### src/crse_map.vh
// constants for the return and shift execution slice
`ifndef CRSE_MAP_VH
`define CRSE_MAP_VH

// general register geometry
`define CRSE_XLEN 32
`define CRSE_NREG 16
`define CRSE_SP_IDX 4'hF

// whole-word opcodes
`define CRSE_OP_EXC_RET 16'h002B
`define CRSE_OP_SUB_RET 16'h000B
`define CRSE_OP_SET_FLAG 16'h0018

// shift group: top nibble and low byte, register number in bits 11..8
`define CRSE_SH_GROUP 4'h4
`define CRSE_SH_ARITH_L1 8'h20
`define CRSE_SH_LOGIC_L1 8'h00
`define CRSE_SH_ARITH_R1 8'h21
`define CRSE_SH_LOGIC_R1 8'h01
`define CRSE_SH_LOGIC_L2 8'h08
`define CRSE_SH_LOGIC_L8 8'h18
`define CRSE_SH_LOGIC_L16 8'h28

// other branch encodings seen in a delay slot
`define CRSE_BR_IND_CALL 8'h0B
`define CRSE_BR_IND_JUMP 8'h2B
`define CRSE_BR_REL_JUMP 4'hA
`define CRSE_BR_REL_CALL 4'hB
`define CRSE_BR_COND_HI 4'h8
`define CRSE_BR_COND_T 4'h9
`define CRSE_BR_COND_F 4'hB

// shifter operation codes
`define CRSE_SOP_NONE 3'h0
`define CRSE_SOP_L1 3'h1
`define CRSE_SOP_AR1 3'h2
`define CRSE_SOP_LR1 3'h3
`define CRSE_SOP_L2 3'h4
`define CRSE_SOP_L8 3'h5
`define CRSE_SOP_L16 3'h6

// status word
`define CRSE_STATUS_MASK 32'h000003F3
`define CRSE_T_BIT 0

// stack and fetch steps
`define CRSE_STACK_STEP 32'h00000004
`define CRSE_INSTR_STEP 32'h00000002

// reset values
`define CRSE_PC_RST 32'h00000000
`define CRSE_STATUS_RST 32'h00000000
`define CRSE_REG_RST 32'h00000000

`endif

### src/crse_shift.v
// single-cycle shifter for the shift group
`timescale 1ns/1ns
`include "crse_map.vh"

module crse_shift (
    // operation select
    input wire [2:0] op_i,
    // operand to be shifted
    input wire [31:0] val_i,
    // result, new flag and flag write
    output reg [31:0] res_o,
    output reg t_o,
    output reg t_we_o
);

    // pure combinational shift, flag written only by single-bit forms
    always @* begin
        res_o = val_i;
        t_o = 1'b0;
        t_we_o = 1'b0;
        case (op_i)
            `CRSE_SOP_L1: begin
                // zero into bit 0, old top bit to flag
                res_o = {val_i[30:0], 1'b0};
                t_o = val_i[31];
                t_we_o = 1'b1;
            end
            `CRSE_SOP_AR1: begin
                // sign kept, old bit 0 to flag
                res_o = {val_i[31], val_i[31:1]};
                t_o = val_i[0];
                t_we_o = 1'b1;
            end
            `CRSE_SOP_LR1: begin
                // zero into top bit, old bit 0 to flag
                res_o = {1'b0, val_i[31:1]};
                t_o = val_i[0];
                t_we_o = 1'b1;
            end
            // multi-bit forms drop shifted-out bits, flag untouched
            `CRSE_SOP_L2: res_o = {val_i[29:0], 2'h0};
            `CRSE_SOP_L8: res_o = {val_i[23:0], 8'h00};
            `CRSE_SOP_L16: res_o = {val_i[15:0], 16'h0000};
            default: res_o = val_i;
        endcase
    end

endmodule // crse_shift

### src/crse_top.v
// return and shift execution slice of the cpu
`timescale 1ns/1ns
`include "crse_map.vh"

module crse_top (
    // clock and synchronous active-low reset
    input wire clk_sys_i,
    input wire rstn_i,
    // instruction issue from the fetch stage
    input wire issue_valid_i,
    input wire [15:0] issue_instr_i,
    output reg issue_ready_o,
    // stack read port toward the memory system
    output reg stk_req_o,
    output reg [31:0] stk_addr_o,
    input wire stk_ack_i,
    input wire [31:0] stk_data_i,
    // register preload from the rest of the cpu
    input wire gpr_ld_en_i,
    input wire [3:0] gpr_ld_idx_i,
    input wire [31:0] gpr_ld_data_i,
    input wire link_ld_en_i,
    input wire [31:0] link_ld_data_i,
    // program flow and status
    output reg [31:0] pc_o,
    output reg [31:0] status_word_o,
    output reg branch_o,
    output reg illegal_slot_o,
    output reg exc_block_o,
    // register write-back mirror
    output reg wb_en_o,
    output reg [3:0] wb_idx_o,
    output reg [31:0] wb_data_o
);

    // sequencer states
    localparam ST_IDLE = 3'h0;
    localparam ST_POP_PC = 3'h1;
    localparam ST_POP_STATUS = 3'h2;
    localparam ST_FIN = 3'h3;
    localparam ST_LINK_WAIT = 3'h4;
    localparam ST_SLOT = 3'h5;

    // state and architectural registers
    reg [2:0] state_ff; // sequencer state
    reg [2:0] nxt_state; // next state
    reg [31:0] pc_ff; // next fetch address
    reg [31:0] status_word_ff; // status word, t in bit 0
    reg [31:0] procedure_link_reg_ff; // subroutine return address
    reg [31:0] target_ff; // latched branch destination
    reg [31:0] nxt_target; // next destination

    // decode results
    wire take; // instruction accepted this cycle
    wire [3:0] rn; // register field
    wire in_slot; // accepting the delay-slot instruction
    reg is_exc_ret; // exception return
    reg is_sub_ret; // subroutine return
    reg is_set_flag; // set t
    reg is_branch; // any branch encoding
    reg [2:0] sh_op; // shifter operation

    // execute write port
    reg ex_we; // general register write
    reg [3:0] ex_idx; // written register
    reg [31:0] ex_data; // written value
    reg ex_t_we; // flag write
    reg ex_t; // flag value
    reg status_load; // status word restore from stack
    reg branch_now; // redirect after slot instruction
    reg illegal_now; // branch found in slot

    // shifter connection
    wire [31:0] sh_res; // shift result
    wire sh_t; // shift flag
    wire sh_t_we; // shift writes flag
    wire [31:0] gpr_rd [0:15]; // register read view
    wire [31:0] sp_val; // current stack pointer

    assign take = issue_valid_i & issue_ready_o;
    assign rn = issue_instr_i[11:8];
    assign in_slot = (state_ff == ST_SLOT);
    assign sp_val = gpr_rd[`CRSE_SP_IDX];

    // register bank, one 32-bit flop word per entry
    genvar gi;
    generate
        for (gi = 0; gi < `CRSE_NREG; gi = gi + 1) begin : gen_gpr
            reg [31:0] q_ff; // register content
            assign gpr_rd[gi] = q_ff;
            // execute write wins over preload
            always @(posedge clk_sys_i) begin
                if (!rstn_i) begin
                    q_ff <= `CRSE_REG_RST;
                end else if (ex_we && (ex_idx == gi)) begin
                    q_ff <= ex_data;
                end else if (gpr_ld_en_i && (gpr_ld_idx_i == gi)) begin
                    q_ff <= gpr_ld_data_i;
                end
            end
        end
    endgenerate

    // shifter instance
    crse_shift u_shift (
        .op_i(sh_op),
        .val_i(gpr_rd[rn]),
        .res_o(sh_res),
        .t_o(sh_t),
        .t_we_o(sh_t_we)
    );

    // opcode decode of the issued instruction
    always @* begin
        is_exc_ret = (issue_instr_i == `CRSE_OP_EXC_RET);
        is_sub_ret = (issue_instr_i == `CRSE_OP_SUB_RET);
        is_set_flag = (issue_instr_i == `CRSE_OP_SET_FLAG);
        sh_op = `CRSE_SOP_NONE;
        if (issue_instr_i[15:12] == `CRSE_SH_GROUP) begin
            case (issue_instr_i[7:0])
                `CRSE_SH_ARITH_L1: sh_op = `CRSE_SOP_L1;
                `CRSE_SH_LOGIC_L1: sh_op = `CRSE_SOP_L1;
                `CRSE_SH_ARITH_R1: sh_op = `CRSE_SOP_AR1;
                `CRSE_SH_LOGIC_R1: sh_op = `CRSE_SOP_LR1;
                `CRSE_SH_LOGIC_L2: sh_op = `CRSE_SOP_L2;
                `CRSE_SH_LOGIC_L8: sh_op = `CRSE_SOP_L8;
                `CRSE_SH_LOGIC_L16: sh_op = `CRSE_SOP_L16;
                default: sh_op = `CRSE_SOP_NONE;
            endcase
        end
        // returns, indirect calls and jumps, relative and conditional branches
        is_branch = is_exc_ret | is_sub_ret
            | ((issue_instr_i[15:12] == `CRSE_SH_GROUP)
               && ((issue_instr_i[7:0] == `CRSE_BR_IND_CALL)
                   || (issue_instr_i[7:0] == `CRSE_BR_IND_JUMP)))
            | (issue_instr_i[15:12] == `CRSE_BR_REL_JUMP)
            | (issue_instr_i[15:12] == `CRSE_BR_REL_CALL)
            | ((issue_instr_i[15:12] == `CRSE_BR_COND_HI)
               && ((issue_instr_i[11:8] == `CRSE_BR_COND_T)
                   || (issue_instr_i[11:8] == `CRSE_BR_COND_F)));
    end

    // sequencer and execute write selection
    always @* begin
        nxt_state = state_ff;
        nxt_target = target_ff;
        ex_we = 1'b0;
        ex_idx = rn;
        ex_data = sh_res;
        ex_t_we = 1'b0;
        ex_t = 1'b0;
        status_load = 1'b0;
        branch_now = 1'b0;
        illegal_now = 1'b0;
        case (state_ff)
            ST_IDLE, ST_SLOT: begin
                if (take && in_slot && is_branch) begin
                    // slot branch is refused and not executed
                    illegal_now = 1'b1;
                    nxt_state = ST_IDLE;
                end else if (take) begin
                    // single-state operations, also legal in a slot
                    if (sh_op != `CRSE_SOP_NONE) begin
                        ex_we = 1'b1;
                        ex_t_we = sh_t_we;
                        ex_t = sh_t;
                    end else if (is_set_flag) begin
                        // only the flag changes
                        ex_t_we = 1'b1;
                        ex_t = 1'b1;
                    end
                    if (in_slot) begin
                        // redirect once the slot instruction is done
                        branch_now = 1'b1;
                        nxt_state = ST_IDLE;
                    end else if (is_exc_ret) begin
                        nxt_state = ST_POP_PC; // state 2 of 4
                    end else if (is_sub_ret) begin
                        // link value captured before any slot write
                        nxt_target = procedure_link_reg_ff;
                        nxt_state = ST_LINK_WAIT;
                    end
                end
            end
            ST_POP_PC: begin
                if (stk_ack_i) begin
                    // restored pc, then bump stack pointer
                    nxt_target = stk_data_i;
                    ex_we = 1'b1;
                    ex_idx = `CRSE_SP_IDX;
                    ex_data = sp_val + `CRSE_STACK_STEP;
                    nxt_state = ST_POP_STATUS;
                end
            end
            ST_POP_STATUS: begin
                if (stk_ack_i) begin
                    // masked status word, bump stack pointer again
                    status_load = 1'b1;
                    ex_we = 1'b1;
                    ex_idx = `CRSE_SP_IDX;
                    ex_data = sp_val + `CRSE_STACK_STEP;
                    nxt_state = ST_FIN;
                end
            end
            ST_FIN: nxt_state = ST_SLOT; // state 4 of 4
            ST_LINK_WAIT: nxt_state = ST_SLOT; // state 2 of 2
            default: nxt_state = ST_IDLE;
        endcase
    end

    // state, flow and status registers
    always @(posedge clk_sys_i) begin
        if (!rstn_i) begin
            state_ff <= ST_IDLE;
            pc_ff <= `CRSE_PC_RST;
            status_word_ff <= `CRSE_STATUS_RST;
            procedure_link_reg_ff <= `CRSE_REG_RST;
            target_ff <= `CRSE_REG_RST;
        end else begin
            state_ff <= nxt_state;
            target_ff <= nxt_target;
            // resume at the restored or linked address
            if (branch_now) begin
                pc_ff <= target_ff;
            end else if (take && !illegal_now) begin
                pc_ff <= pc_ff + `CRSE_INSTR_STEP;
            end
            // status restore from the stack, else flag update
            if (status_load) begin
                status_word_ff <= stk_data_i & `CRSE_STATUS_MASK;
            end else if (ex_t_we) begin
                status_word_ff[`CRSE_T_BIT] <= ex_t;
            end
            // link register preload
            if (link_ld_en_i) begin
                procedure_link_reg_ff <= link_ld_data_i;
            end
        end
    end

    // registered outputs; ready, stack request and exception block from the next state
    always @(posedge clk_sys_i) begin
        if (!rstn_i) begin
            issue_ready_o <= 1'b0;
            stk_req_o <= 1'b0;
            stk_addr_o <= `CRSE_REG_RST;
            pc_o <= `CRSE_PC_RST;
            status_word_o <= `CRSE_STATUS_RST;
            branch_o <= 1'b0;
            illegal_slot_o <= 1'b0;
            exc_block_o <= 1'b0;
            wb_en_o <= 1'b0;
            wb_idx_o <= 4'h0;
            wb_data_o <= `CRSE_REG_RST;
        end else begin
            issue_ready_o <= (nxt_state == ST_IDLE) || (nxt_state == ST_SLOT);
            // stack request held across both pops
            stk_req_o <= (nxt_state == ST_POP_PC) || (nxt_state == ST_POP_STATUS);
            if (state_ff != ST_POP_PC && nxt_state == ST_POP_PC) begin
                stk_addr_o <= sp_val; // pc at stack top
            end else if (state_ff == ST_POP_PC && nxt_state == ST_POP_STATUS) begin
                stk_addr_o <= sp_val + `CRSE_STACK_STEP;
            end
            // exceptions and interrupts held off until slot done
            exc_block_o <= (nxt_state != ST_IDLE);
            pc_o <= branch_now ? target_ff
                : ((take && !illegal_now) ? pc_ff + `CRSE_INSTR_STEP : pc_ff);
            status_word_o <= status_load ? (stk_data_i & `CRSE_STATUS_MASK)
                : (ex_t_we ? {status_word_ff[31:1], ex_t} : status_word_ff);
            branch_o <= branch_now;
            illegal_slot_o <= illegal_now;
            wb_en_o <= ex_we;
            wb_idx_o <= ex_idx;
            wb_data_o <= ex_data;
        end
    end

endmodule // crse_top

### config.mk
export PLATFORM = sky130hd
export DESIGN_NAME = crse_top
export DESIGN_NICKNAME = d
export VERILOG_FILES = /design/src/crse_shift.v /design/src/crse_top.v
export VERILOG_INCLUDE_DIRS = /design/src
export SDC_FILE = /design/constraint.sdc
export NUM_CORES = 2
export LEC_CHECK = 0
export ABC_CLOCK_PERIOD_IN_PS = 2600
export BUFFER_PORTS_ARGS = -buffer_cell sky130_fd_sc_hd__buf_4
export CORE_UTILIZATION = 35
export DETAILED_ROUTE_END_ITERATION = 6
export MAX_ROUTING_LAYER = met4
export SLEW_MARGIN = 20
export SYNTH_ARGS = -nofsm -noshare
export SYNTH_HDL_FRONTEND = slang
export SYNTH_SLANG_ARGS = --single-unit
### constraint.sdc
create_clock -name clk_sys_i -period 2.6 [get_ports clk_sys_i]
set_input_delay 0.26 -clock clk_sys_i [delete_from_list [all_inputs] [get_ports clk_sys_i]]
set_output_delay 0.26 -clock clk_sys_i [all_outputs]
set_load 0.01 [all_outputs]
==> impl_metrics.toml <==
[global_routing]
grt_max_degree = 133
antenna_found_initial = 3
grt_pass1_wl_mm = 234
grt.overflow.total = 0
grt_use_total = 0.294
grt_pass1_vias = 34300

[timing]
setup_violations = 13
min_period_over_period = 1.03
post-route-min-period_ps = 2670
max_freq_mhz = 375
rsz0062_at_grt = "true"
max_slew_margin = 0.322
finalClockSkew_ps = 42.2
worst_pin_slew_ps = 1010
holdWs_ps = 25.3
drv_slew = 0
fin_ws_ps = -69.3
hold_viol = 0

[routing]
drt_iter0_drc = 4204
wirelength_mm = 161
ant_nets = 0
wire_per_inst_um = 26.5
first_pass_iters = 6
drc_errors = 0
vias = 36000
vias_per_cell = 5.93

[placement]
placed_cell_area_mm2 = 0.0456
globalplace.congestion = 0.982
portBuffers = 235
dp_hpwl_mm = 115
dp_cells = 5855

[yosys]
synth_edf_count = 0
postSynthAreaPerCell_um2 = 9.42
syn_area_mm2 = 0.0378
synth-seq-cells = 701
ys_seq_area_frac = 0.372
synthArstFlopShare = 0
yosysWarningCount = 0
synth_cells = 4009
yosys_most_used_dff = "dfxtp_1"
synth.distinct_cells = 90

[worst_setup_path]
ff2ff_setup_slack_ps = -70
crit_start = "gen_gpr[3].q_ff[18]"
rr_endpoint = "gen_gpr[7].q_ff[18]"
reg2reg_depth = 8
arrival_ps = 3190
cp_max_fo = 6
start_kind = "flip-flop"
worstPathRequired_ps = 3120
crit-reg2reg-launch = "gen_gpr[3].q_ff[18]"
worstSetupEndpointType = "flip-flop"
crit_type = "reg -> reg"

[finish]
drive_gt1_frac = 0.319
finalNonFillerCells = 6065
final_cell_area_mm2 = 0.0496
post-route-util = 0.463
final_nets = 4729
syn_to_final_growth_pct = 31.4

[cts]
cts_tree = "yes"
numCtsBuffers = 80
cts.path.max_buffers = 3
htree_num_levels = 3
clock_sinks = 701
clk_pin_slew_worst_paths_ps = 60
cts_root_buffer = "clkbuf_16"
worst_skew_pair.late_latency_ps = 660

[power_and_ir_drop]
p_leak_uw = 0.0211
p_per_area_mw_per_mm2 = 506
power_uw = 25100
ir_worst_vdd_mv = 0.412

[die]
coreArea_mm2 = 0.107
io_pins = 260
row_count = 120
dieArea_mm2 = 0.109
start_util = 0.353
die_y_um = 330
die_x_um = 330

[worst_hold_path]
min_from = "stk_data_i[11]"
whs_endpoint = "target_ff[11]"
min_path_type = "in -> reg"
min_delay_path_depth = 3

[status]
failed_checks = "negative setup slack"
outcome = "finished, violations left"

[job]
drv_cap = 0
how the worst max path moves through the flow:
stage,endpoint,slack (ps)
6_report,gen_gpr[7].q_ff[18],-70
5_1_grt,gen_gpr[7].q_ff[18],-130
4_1_cts,gen_gpr[10].q_ff[19],2
3_5_place_dp,gen_gpr[0].q_ff[30],-680
3_3_place_gp,gen_gpr[11].q_ff[27],-850
2_1_floorplan,gen_gpr[8].q_ff[18],-120
cell families after synthesis:
family | share of synthesized area
XOR/XNOR | 0.0102
flip-flops | 0.372
multiplexers | 0.233
AND/OR/NAND/NOR | 0.143
adder cells (fa/ha/maj) | 0.000663
other | 0.0000993
AO/OA/AOI/OAI | 0.188
buffers and inverters | 0.0533
flip-flops by register name, summed over array words and instances (netlist names):
register               flops
pc_o                      32
exc_block_o                1
wb_data_o                 32
status_word_o              8
target_ff                 32
stk_req_o                  1
illegal_slot_o             1
stk_addr_o                32
gen_gpr.q_ff             512
branch_o                   1
procedure_link_reg_ff     32
status_word_ff             8
state_ff                   3
wb_idx_o                   4
issue_ready_o              1
wb_en_o                    1
routing by layer:
metal  routed length [µm]  track usage  vias to the layer above
li1                     -            -                    16100
met1                66600        0.381                    17800
met2                72600        0.448                     1757
met3                14600       0.0560                      361
met4                 7100        0.121                        0
met5                    0            -                        -
synthesized netlist by cell type (all sizes together), types with 8 or more instances:
cell type,n,share of area
o211ai,12,0.0024
nand4,46,0.0091
nor2b,37,0.0061
a211oi,228,0.046
nor2,336,0.034
or2,13,0.0022
clkbuf,252,0.025
nor3,52,0.0070
and3,26,0.0043
or3,17,0.0028
mux2i,421,0.11
a31oi,15,0.0025
o22ai,59,0.0098
and2,30,0.0050
a21oi,180,0.024
o21a,33,0.0066
a222oi,16,0.0042
o32ai,8,0.0019
nor4,32,0.0097
mux2,174,0.052
xnor2,27,0.0063
o21ai,191,0.025
buf,176,0.027
o211a,110,0.029
nor3b,8,0.0017
a22oi,66,0.013
and4,8,0.0019
xor2,17,0.0039
or4,8,0.0017
nand2,306,0.031
nand3,147,0.020
o31ai,13,0.0026
inv,15,0.0015
nand2b,18,0.0030
dfxtp,701,0.37
a22o,9,0.0021
mux4,117,0.070
cell type report:
type | instances | area, µm²
antenna | 2 | 5.00
multi-input combinational | 2888 | 22600
clock inverter | 26 | 289
clock buffer | 111 | 2330
sequential | 701 | 14100
timing repair buffer | 919 | 8490
tap | 1403 | 1760
inverter | 15 | 68.8
fill | 9934 | 57400
cell usage in the layout (no fill, tap or decap), types with 59 or more instances in the layout:
cell           count
mux2_2           171
a21oi_1          170
nor2_1           305
dlygate4sd3_1     59
nand2_1          295
nand3_1          142
o211a_1          110
buf_4            735
buf_12           106
o21ai_0          173
mux2i_1          417
a211oi_1         214
clkbuf_16         86
dfxtp_1          684
mux4_2           117
power breakdown:
part	leakage, µW	internal, µW	switching, µW	total [µW]
Sequential	0.00567	10900	89.7	11000
Clock	0.00129	6740	4820	11600
Combinational	0.0141	1060	1510	2580
worst max-delay path, cell delays in order (launching register included):
cell and delay [ps]:
dfxtp_1 320, mux4_2 520, a22oi_2 270, a21oi_2 90, a2111o_1 400, a2111o_1 540
buf_6 210, a21oi_2 120, a211oi_1 50
what timing repair did:
item / CTS / global route
setup endpoints to repair: 167 / 284
hold endpoints to repair: 82 / 0
hold buffers: 59 / 0
resized for setup: 33 / 135
gates cloned: 1 / 4
pin swaps: 3 / 59
setup buffers: 2 / 8
through the flow:
stage	TNS (ps)	setup slack, ps
2_1_floorplan	-1150	-118
3_3_place_gp	-342900	-848
3_5_place_dp	-252520	-683
4_1_cts	0	2.48
5_1_grt	-2460	-133
6_report	-366	-69.3
No activity file was read; power rests on OpenSTA's default activity.
